File: src/core/tsu_defs.svh
`ifndef TSU_DEFS_SVH
`define TSU_DEFS_SVH

// ----------------------------------------
// frame tag fields
// ----------------------------------------
`define TSU_TAG_UPD 4
`define TSU_TAG_LINK 5
`define TSU_TAG_UDP 6
`define TSU_TAG_OFF_LO 7
`define TSU_TAG_OFF_HI 14
`define TSU_TAG_OVW 15

// ----------------------------------------
// widths, depths, reset values
// ----------------------------------------
`define TSU_WORD_W 57
`define TSU_FIFO_DEPTH 16
`define TSU_FIFO_AW 4
`define TSU_FIELD_LAST 11'h007
`define TSU_IDX_MAX 11'h7FF
`define TSU_FILL_FULL 4'h8
`define TSU_CRC_INIT 32'hFFFFFFFF
`define TSU_CRC_POLY 32'hEDB88320
`define TSU_FCS_LAST 2'h3

// ----------------------------------------
// timing
// ----------------------------------------
`define TSU_NS_PER_SEC 30'h3B9ACA00

`endif

File: src/core/tsu_pkg.sv
package tsu_pkg;

  // one byte of the fabric stream with its frame sideband
  typedef struct packed {
    logic [7:0] data;
    logic sop;
    logic eop;
    logic flag;
    logic [15:0] tag;
    logic [29:0] ingress;
  } tsu_word_t;

  typedef enum logic [1:0] {
    TSU_IDLE = 2'b00,
    TSU_FRAME = 2'b01,
    TSU_FLUSH = 2'b11,
    TSU_FCS = 2'b10
  } tsu_state_t;

endpackage

File: src/core/tx_timestamp_one_step_update.sv
`timescale 1ns/100ps
`include "tsu_defs.svh"

module tx_timestamp_one_step_update
  import tsu_pkg::*;
(
  input wire logic clk,
  input wire logic reset,
  input wire logic single_pass_update_enable,
  input wire logic [29:0] tx_clock_ns,
  input wire logic [31:0] link_delay_ns,
  input wire logic in_valid,
  output logic in_ready,
  input wire logic [7:0] in_data,
  input wire logic in_sop,
  input wire logic in_eop,
  input wire logic tx_frame_flag,
  input wire logic [15:0] tx_frame_tag,
  input wire logic [29:0] tx_ingress_time_ns,
  output logic [7:0] tx_data_r,
  output logic tx_valid_r,
  output logic tx_first_r,
  output logic tx_last_r,
  input wire logic tx_ready,
  output logic [31:0] tx_time_capture_reg,
  output logic time_capture_ready,
  input wire logic time_capture_clear
);

  // ----------------------------------------
  // ones-complement helpers
  // ----------------------------------------
  function automatic logic [15:0] oc_add(input logic [15:0] a, input logic [15:0] b);
    logic [16:0] s;
    s = {1'b0, a} + {1'b0, b};
    return s[15:0] + {15'h0000, s[16]};
  endfunction

  function automatic logic [15:0] oc_sum4(input logic [63:0] v);
    return oc_add(oc_add(v[63:48], v[47:32]), oc_add(v[31:16], v[15:0]));
  endfunction

  // ----------------------------------------
  // input buffer
  // ----------------------------------------
  tsu_word_t in_word;
  tsu_word_t f_word;
  logic f_valid;
  logic f_ready;
  logic fifo_in_ready;

  assign in_word = '{data: in_data, sop: in_sop, eop: in_eop, flag: tx_frame_flag,
                     tag: tx_frame_tag, ingress: tx_ingress_time_ns};
  assign in_ready = fifo_in_ready;

  tsu_fifo #(.W(`TSU_WORD_W), .D(`TSU_FIFO_DEPTH), .AW(`TSU_FIFO_AW)) u_fifo (
    .clk(clk),
    .reset(reset),
    .in_valid(in_valid),
    .in_ready(fifo_in_ready),
    .in_data(in_word),
    .out_valid(f_valid),
    .out_ready(f_ready),
    .out_data(f_word)
  );

  // ----------------------------------------
  // state and frame control
  // ----------------------------------------
  tsu_state_t st_r;
  logic [63:0] sr_r;
  logic [3:0] fill_r;
  logic [10:0] idx_r;
  logic [1:0] fcs_cnt_r;
  logic first_r;
  logic upd_r;
  logic ovw_r;
  logic udp_r;
  logic link_r;
  logic [7:0] off_r;
  logic [29:0] txts_r;
  logic [29:0] ingress_r;
  logic [15:0] comp_r;
  logic udp_armed_r;
  logic [31:0] cap_r;
  logic cap_rdy_r;
  logic [31:0] crc;

  wire adv = !tx_valid_r || tx_ready;
  wire st_idle = (st_r == TSU_IDLE);
  wire st_frame = (st_r == TSU_FRAME);
  wire st_flush = (st_r == TSU_FLUSH);
  wire st_fcs = (st_r == TSU_FCS);
  assign f_ready = adv && (st_idle || st_frame);
  wire pop = f_valid && f_ready;
  wire sop_take = pop && st_idle && f_word.sop;
  wire take = sop_take || (pop && st_frame);
  wire fill_full = (fill_r == `TSU_FILL_FULL);

  wire upd_req = single_pass_update_enable && f_word.flag && !f_word.tag[`TSU_TAG_OVW]
                 && f_word.tag[`TSU_TAG_UPD];
  wire ovw_req = single_pass_update_enable && f_word.flag && f_word.tag[`TSU_TAG_OVW];

  // field located by tag offset only
  wire hit = pop && st_frame && (idx_r == ({3'h0, off_r} + `TSU_FIELD_LAST));

  // ----------------------------------------
  // field arithmetic
  // ----------------------------------------
  // oldest byte lands in the top bits
  wire [63:0] shifted = {sr_r[55:0], f_word.data};
  wire [30:0] transit_raw = {1'b0, txts_r} - {1'b0, ingress_r};
  wire [29:0] transit = transit_raw[30] ? (transit_raw[29:0] + `TSU_NS_PER_SEC) : transit_raw[29:0];
  wire [47:0] delta = {18'h00000, transit} + (link_r ? {16'h0000, link_delay_ns} : 48'h000000000000);
  // correction plus transit (and link delay when link_r), scaled by two to the sixteen
  wire [63:0] corr_new = shifted + {delta, 16'h0000};
  wire [63:0] field_new = ovw_r ? {34'h000000000, txts_r} : (upd_r ? corr_new : shifted);
  // compensation word for the trailing pad
  wire [15:0] comp_nxt = oc_add(oc_sum4(shifted), ~oc_sum4(field_new));
  wire [63:0] loaded = hit ? field_new : shifted;
  wire pad_fix = f_word.eop && udp_armed_r;
  wire [63:0] sr_in = pad_fix ? {loaded[63:16], oc_add(loaded[15:0], comp_r)} : loaded;

  // ----------------------------------------
  // output selection
  // ----------------------------------------
  wire emit_data = (take && st_frame && fill_full) || (st_flush && adv && (fill_r != 4'h0));
  wire emit = emit_data || (st_fcs && adv);
  wire [31:0] fcs_word = ~crc;
  wire [7:0] fcs_byte = fcs_word[{fcs_cnt_r, 3'b000} +: 8];
  wire [7:0] emit_byte = st_fcs ? fcs_byte : sr_r[63:56];
  wire fcs_done = st_fcs && adv && (fcs_cnt_r == `TSU_FCS_LAST);

  // crc over the bytes as sent
  tsu_crc32 u_crc (
    .clk(clk),
    .reset(reset),
    .init(sop_take),
    .en(emit_data),
    .data(sr_r[63:56]),
    .crc(crc)
  );

  // ----------------------------------------
  // next values
  // ----------------------------------------
  wire [3:0] fill_inc = fill_full ? fill_r : (fill_r + 4'h1);
  wire [3:0] fill_nxt = sop_take ? 4'h1 : (take ? fill_inc : (emit_data ? (fill_r - 4'h1) : fill_r));
  wire [63:0] sr_nxt = take ? sr_in : (emit_data ? {sr_r[55:0], 8'h00} : sr_r);
  wire [10:0] idx_nxt = sop_take ? 11'h001 : ((take && idx_r != `TSU_IDX_MAX) ? (idx_r + 11'h001) : idx_r);
  wire to_flush = take && f_word.eop;
  wire flush_done = st_flush && adv && (fill_r <= 4'h1);
  tsu_state_t st_nxt;
  assign st_nxt = to_flush ? TSU_FLUSH : (sop_take ? TSU_FRAME : (flush_done ? TSU_FCS :
                  (fcs_done ? TSU_IDLE : st_r)));

  wire cap_set = sop_take && f_word.flag;
  wire cap_rdy_nxt = cap_set || (cap_rdy_r && !time_capture_clear);

  assign tx_time_capture_reg = cap_r;
  assign time_capture_ready = cap_rdy_r;

  // ----------------------------------------
  // registers
  // ----------------------------------------
  always_ff @(posedge clk or posedge reset) begin
    if (reset) begin
      st_r <= TSU_IDLE;
      sr_r <= 64'h0000000000000000;
      fill_r <= 4'h0;
      idx_r <= 11'h000;
    end else begin
      st_r <= st_nxt;
      sr_r <= sr_nxt;
      fill_r <= fill_nxt;
      idx_r <= idx_nxt;
    end
  end

  always_ff @(posedge clk or posedge reset) begin
    if (reset) begin
      upd_r <= 1'b0;
      ovw_r <= 1'b0;
      udp_r <= 1'b0;
      link_r <= 1'b0;
      off_r <= 8'h00;
      txts_r <= 30'h00000000;
      ingress_r <= 30'h00000000;
    end else if (sop_take) begin
      upd_r <= upd_req;
      ovw_r <= ovw_req;
      udp_r <= upd_req && f_word.tag[`TSU_TAG_UDP];
      link_r <= upd_req && f_word.tag[`TSU_TAG_LINK];
      off_r <= f_word.tag[`TSU_TAG_OFF_HI:`TSU_TAG_OFF_LO];
      txts_r <= tx_clock_ns;
      ingress_r <= f_word.ingress;
    end
  end

  always_ff @(posedge clk or posedge reset) begin
    if (reset) begin
      comp_r <= 16'h0000;
      udp_armed_r <= 1'b0;
    end else if (sop_take) begin
      udp_armed_r <= 1'b0;
    end else if (hit) begin
      comp_r <= comp_nxt;
      udp_armed_r <= udp_r;
    end
  end

  always_ff @(posedge clk or posedge reset) begin
    if (reset) begin
      fcs_cnt_r <= 2'h0;
      first_r <= 1'b0;
    end else begin
      fcs_cnt_r <= st_fcs ? (adv ? fcs_cnt_r + 2'h1 : fcs_cnt_r) : 2'h0;
      first_r <= sop_take || (first_r && !emit_data);
    end
  end

  always_ff @(posedge clk or posedge reset) begin
    if (reset) begin
      tx_valid_r <= 1'b0;
      tx_data_r <= 8'h00;
      tx_first_r <= 1'b0;
      tx_last_r <= 1'b0;
    end else if (adv) begin
      tx_valid_r <= emit;
      tx_data_r <= emit_byte;
      tx_first_r <= emit_data && first_r;
      tx_last_r <= fcs_done;
    end
  end

  always_ff @(posedge clk or posedge reset) begin
    if (reset) begin
      cap_r <= 32'h00000000;
      cap_rdy_r <= 1'b0;
    end else begin
      cap_r <= cap_set ? {2'b00, tx_clock_ns} : cap_r;
      cap_rdy_r <= cap_rdy_nxt;
    end
  end

  // ----------------------------------------
  // checks
  // ----------------------------------------
  cap_write_a: assert property (@(posedge clk) disable iff (reset)
    cap_set |=> tx_time_capture_reg == {2'b00, $past(tx_clock_ns)}) else $error("capture value wrong");

  ready_set_a: assert property (@(posedge clk) disable iff (reset)
    cap_set |=> time_capture_ready ##1 (time_capture_ready || $past(time_capture_clear)))
    else $error("ready bit not set");

  unflag_hold_a: assert property (@(posedge clk) disable iff (reset)
    sop_take && !f_word.flag && !time_capture_clear |=> $stable(tx_time_capture_reg)
    && time_capture_ready == $past(time_capture_ready)) else $error("unflagged frame disturbed capture");

  cap_width_a: assert property (@(posedge clk) disable iff (reset)
    tx_time_capture_reg[31:30] == 2'b00) else $error("capture top bits set");

  select_a: assert property (@(posedge clk) disable iff (reset)
    sop_take && (!single_pass_update_enable || f_word.tag[`TSU_TAG_OVW]) |=> !upd_r)
    else $error("update selected wrongly");

  disabled_a: assert property (@(posedge clk) disable iff (reset)
    hit && !upd_r && !ovw_r && !pad_fix |=> sr_r == $past(shifted)) else $error("field changed while off");

  corr_add_a: assert property (@(posedge clk) disable iff (reset)
    hit && upd_r && !pad_fix |=> sr_r - $past(shifted) == {$past(delta), 16'h0000})
    else $error("correction sum wrong");

  transit_a: assert property (@(posedge clk) disable iff (reset)
    hit && upd_r && !link_r |-> delta < {18'h00000, `TSU_NS_PER_SEC}) else $error("transit beyond second");

  overwrite_a: assert property (@(posedge clk) disable iff (reset)
    hit && ovw_r && !pad_fix |=> sr_r == {34'h000000000, $past(txts_r)}) else $error("overwrite wrong");

  fcs_len_a: assert property (@(posedge clk) disable iff (reset)
    flush_done |-> ##[1:200] tx_last_r && tx_valid_r) else $error("fcs never ended");

endmodule // tx_timestamp_one_step_update

File: src/core/tsu_fifo.sv
`timescale 1ns/100ps
`include "tsu_defs.svh"

module tsu_fifo #(
  parameter int W = `TSU_WORD_W,
  parameter int D = `TSU_FIFO_DEPTH,
  parameter int AW = `TSU_FIFO_AW
) (
  input wire logic clk,
  input wire logic reset,
  input wire logic in_valid,
  output logic in_ready,
  input wire logic [W-1:0] in_data,
  output logic out_valid,
  input wire logic out_ready,
  output logic [W-1:0] out_data
);

  logic [W-1:0] mem_r [D];
  logic [AW:0] wr_r;
  logic [AW:0] rd_r;
  logic room_r;
  wire full = !room_r;
  wire empty = (wr_r == rd_r);
  wire push = in_valid && !full;
  wire pop = out_ready && !empty;
  wire [AW:0] wr_nxt = push ? (wr_r + 1'b1) : wr_r;
  wire [AW:0] rd_nxt = pop ? (rd_r + 1'b1) : rd_r;
  // registered so the ready output is a plain flop
  wire room_nxt = !((wr_nxt[AW] != rd_nxt[AW]) && (wr_nxt[AW-1:0] == rd_nxt[AW-1:0]));

  assign in_ready = room_r;
  assign out_valid = !empty;
  assign out_data = mem_r[rd_r[AW-1:0]];

  always_ff @(posedge clk or posedge reset) begin
    if (reset) begin
      wr_r <= '0;
      rd_r <= '0;
      room_r <= 1'b1;
    end else begin
      wr_r <= wr_nxt;
      rd_r <= rd_nxt;
      room_r <= room_nxt;
    end
  end

  always_ff @(posedge clk) begin
    if (push) mem_r[wr_r[AW-1:0]] <= in_data;
  end

  fifo_full_a: assert property (@(posedge clk) disable iff (reset)
    full |-> !in_ready && (wr_r - rd_r) == (AW+1)'(D)) else $error("fifo full count wrong");

endmodule // tsu_fifo

File: src/core/tsu_crc32.sv
`timescale 1ns/100ps
`include "tsu_defs.svh"

module tsu_crc32 (
  input wire logic clk,
  input wire logic reset,
  input wire logic init,
  input wire logic en,
  input wire logic [7:0] data,
  output logic [31:0] crc
);

  // reflected ethernet crc, one byte per step
  function automatic logic [31:0] crc_step(input logic [31:0] c, input logic [7:0] d);
    logic [31:0] r;
    r = c ^ {24'h000000, d};
    for (int i = 0; i < 8; i++) begin
      r = r[0] ? ((r >> 1) ^ `TSU_CRC_POLY) : (r >> 1);
    end
    return r;
  endfunction

  logic [31:0] crc_r;
  wire [31:0] crc_nxt = init ? `TSU_CRC_INIT : (en ? crc_step(crc_r, data) : crc_r);
  assign crc = crc_r;

  always_ff @(posedge clk or posedge reset) begin
    if (reset) crc_r <= `TSU_CRC_INIT;
    else crc_r <= crc_nxt;
  end

endmodule // tsu_crc32

File: config.mk
export PLATFORM = sky130hd
export DESIGN_NAME = tx_timestamp_one_step_update
export DESIGN_NICKNAME = d
export VERILOG_FILES = /design/src/core/tsu_pkg.sv /design/src/core/tx_timestamp_one_step_update.sv /design/src/core/tsu_fifo.sv /design/src/core/tsu_crc32.sv
export VERILOG_INCLUDE_DIRS = /design/src /design/src/core
export SDC_FILE = /design/constraint.sdc
export NUM_CORES = 2
export LEC_CHECK = 0
export ABC_AREA = 1
export BUFFER_PORTS_ARGS = -buffer_cell sky130_fd_sc_hd__buf_4
export CORE_AREA = 4 4 316 318
export CTS_BUF_LIST = sky130_fd_sc_hd__clkbuf_8
export DETAILED_ROUTE_END_ITERATION = 8
export DIE_AREA = 0 0 320 322
export HOLD_SLACK_MARGIN = 0.05
export PLACE_DENSITY = 0.82
export SKIP_CTS_REPAIR_TIMING = 1
export SLEW_MARGIN = 20
export SYNTH_ARGS = -nofsm -noshare
export SYNTH_HDL_FRONTEND = slang
export SYNTH_SLANG_ARGS = --single-unit
File: constraint.sdc
create_clock -name clk -period 14.9 [get_ports clk]
set_input_delay 4.47 -clock clk [delete_from_list [all_inputs] [get_ports clk]]
set_output_delay 4.47 -clock clk [all_outputs]
set_load 0.01 [all_outputs]
==> impl_metrics.tcl <==
set metrics [dict create \
    run_status "finished, final reports clean" \
    via_count 55883 \
    synth_area_sq_um 62800 \
    cts_tree "done" \
    async_reset_ff_share_pct 23.3 \
    antenna_found_initial 9 \
    core_area_sq_um 96600 \
    die_w_um 320 \
    synth_top_area_share_pct 40.5 \
    dieHeight_um 322 \
    busiest_layer "met2" \
    setup_ws_ps 661 \
    post-route-util_pct 75.8 \
    required_ps 15640 \
    clkLatencyLatePin_ps 870 \
    hold_violations 0 \
    synth_warnings 0 \
    initial_utilization_pct 65.1 \
    finClkSkew_ps 38.4 \
    grt_util_met3_pct 6.40 \
    setup_viol 0 \
    final_net_count 8184 \
    groute.layer.met2.usage_pct 60.9 \
    area_growth_pct 16.5 \
    drc 0 \
    netlist_top_cells_area "edfxtp_1, dfrtp_1, nand2_1, o21ai_0, nor2_1" \
    cp-end-kind "flop" \
    n_fill_cell 6800 \
    htreeDepth 4 \
    synth-edff-count 848 \
    syn_avg_cell_area_sq_um 8.80 \
    multi_input_area_sq_um 27800 \
    cts_buffers 171 \
    worst_slew_margin_rel_pct 24.8 \
    post-place-ws_ps -1080 \
    slowest_delay_ps 410 \
    crit_fanout 4 \
    post-dp-hpwl_mm 132 \
    min_period_ps 14240 \
    synthesis.instances 7139 \
    seq_area_sq_um 32000 \
    wl_mm 198 \
    drv_cap 0 \
    grt_pass1_vias 54067 \
    synth_seq_area_share_pct 50.9 \
    largest_reg_flops 848 \
    crit_slowest_cell "ha_2" \
    max_freq_mhz 70.2 \
    grt_max_degree 214 \
    routedWlPerCell_um 21.5 \
    place_area_sq_um 68900 \
    cts_root_buffer "clkbuf_8" \
    ys_types 72 \
    dieArea_sq_um 103000 \
    place_congestion 0.992 \
    drive_gt1_share_pct 15.8 \
    portBuffers 163 \
    globalRouteMet1Util_pct 48.5 \
    maxSlewViolCount 0 \
    row_count 114 \
    grt_use_total_pct 37.5 \
    viasPerCell 6.06 \
    drt-initial-drc-count 6816 \
    antenna_left 0 \
    overflow 0 \
    yosysTopAreaCell "edfxtp_1" \
    pin_count 170 \
    clock-sinks 1106 \
    synth_seq_cells 1106 \
    arrival_ps 14980 \
    path_class "in -> reg" \
    cp-start-kind "input pin" \
    ys.flop_type "edfxtp_1" \
    period_share_pct 95.6 \
    tightestPinTransition_ps 1130 \
    crit_top_cell "nand2_1" \
    hp-class "reg -> reg" \
    grt_pass1_wl_mm 300 \
    fin_area_sq_um 73200 \
    clk_pin_slew_ps 60 \
    drt-pass1-iter-count 7 \
    clk_path_buf_depth 3 \
]
## layout make-up
type | count | area share, %
flip-flops and latches | 1106 | 43.7
diodes | 6 | 0.0205
clock inverters | 132 | 1.24
multi-input cells | 5036 | 37.9
repair buffers | 740 | 7.61
inverters | 740 | 3.83
well taps | 1276 | 2.18
clock buffers | 188 | 3.53
## cell families after synthesis
group / synth area share (%)
adders and majority gates: 5.39
and+or+nand+nor: 19.9
xor gates and xnor gates: 3.98
AOI/OAI and AO/OA: 13.5
buffers and inverters: 6.36
other: 0.00597
DFF: 50.9
## synthesized netlist by cell type, types with 21 or more instances
| master | number |
|---|---|
| nand3_1 | 386 |
| a41oi_1 | 38 |
| clkbuf_1 | 135 |
| inv_1 | 722 |
| nand3b_1 | 23 |
| o221ai_1 | 83 |
| edfxtp_1 | 848 |
| nand4_1 | 82 |
| ha_1 | 253 |
| dfrtp_1 | 225 |
| o22ai_1 | 123 |
| dfstp_2 | 33 |
| nor2_1 | 895 |
| buf_2 | 72 |
| xor2_1 | 189 |
| o211ai_1 | 46 |
| o21bai_1 | 26 |
| a22oi_1 | 22 |
| a21oi_1 | 340 |
| nor3_1 | 53 |
| xnor2_1 | 80 |
| o21ai_0 | 673 |
| or2_2 | 21 |
| buf_4 | 26 |
| o21ai_1 | 37 |
| nand2_1 | 1480 |
## metrics by stage
step / setup TNS, ps / hold WS [ps] / cells
after floorplan: 0 / 453 / 7140
after global placement: -10400 / 470 / 8886
after detailed placement: -13180 / 475 / 8886
after CTS: -1070 / 490 / 9206
after global routing: -120 / 522 / 9223
final: 0 / 487 / 9224
## layout by cell type, fill, tap and decap left out, types with 21 or more instances in the layout
| master | count |
|---|---|
| clkinv_1 | 26 |
| nor2_4 | 23 |
| o221ai_1 | 83 |
| o21ai_1 | 59 |
| nor2_1 | 854 |
| or2_2 | 21 |
| buf_4 | 739 |
| o22ai_1 | 123 |
| nand2_1 | 1466 |
| nand3b_1 | 23 |
| dfstp_2 | 33 |
| inv_1 | 779 |
| xnor2_1 | 76 |
| nand4_1 | 82 |
| nand3_1 | 376 |
| a41oi_1 | 38 |
| o21bai_1 | 23 |
| dfrtp_1 | 222 |
| a21oi_1 | 315 |
| nor3_1 | 46 |
| clkbuf_8 | 188 |
| edfxtp_1 | 848 |
| o211ai_1 | 46 |
| ha_1 | 236 |
| nor2_2 | 28 |
| xor2_1 | 183 |
| o21ai_0 | 641 |
| a22oi_1 | 21 |
| a21oi_2 | 22 |
## worst max-delay path: cells and delay by family
family                     cells  cell delay, ps
and+or+nand+nor               37            3940
adders and majority gates     11            2760
AOI/OAI and AO/OA             15            2180
buffers and inverters         10            1120
xor gates and xnor gates       3             500
## final timing paths
| check | from | endpoint | slack (ps) | depth (start not counted) |
|---|---|---|---|---|
| worst max register to register | ingress_r[7] | comp_r[14] | 1570 | 90 |
| worst max-delay path | link_delay_ns[3] | comp_r[14] | 660 | 76 |
| min in group asynchronous | reset | u_fifo.rd_r[2] | 3750 | 2 |
| worst min register to register | tx_time_capture_reg[17] | tx_time_capture_reg[17] | 490 | 2 |
| max in group asynchronous | reset | link_r | 9070 | 4 |
| worst min-delay path | tx_time_capture_reg[17] | tx_time_capture_reg[17] | 490 | 2 |
## layer usage
layer | part of all wire (%) | routed length [um]
met1 | 37 | 74000
met2 | 47 | 92100
met3 | 10 | 20000
met4 | 6.0 | 11900
met5 | 0.017 | 34
Power is left out: the tool's default activity adds up to more than one toggle a clock period on the data nets, which glitch-free logic cannot reach.
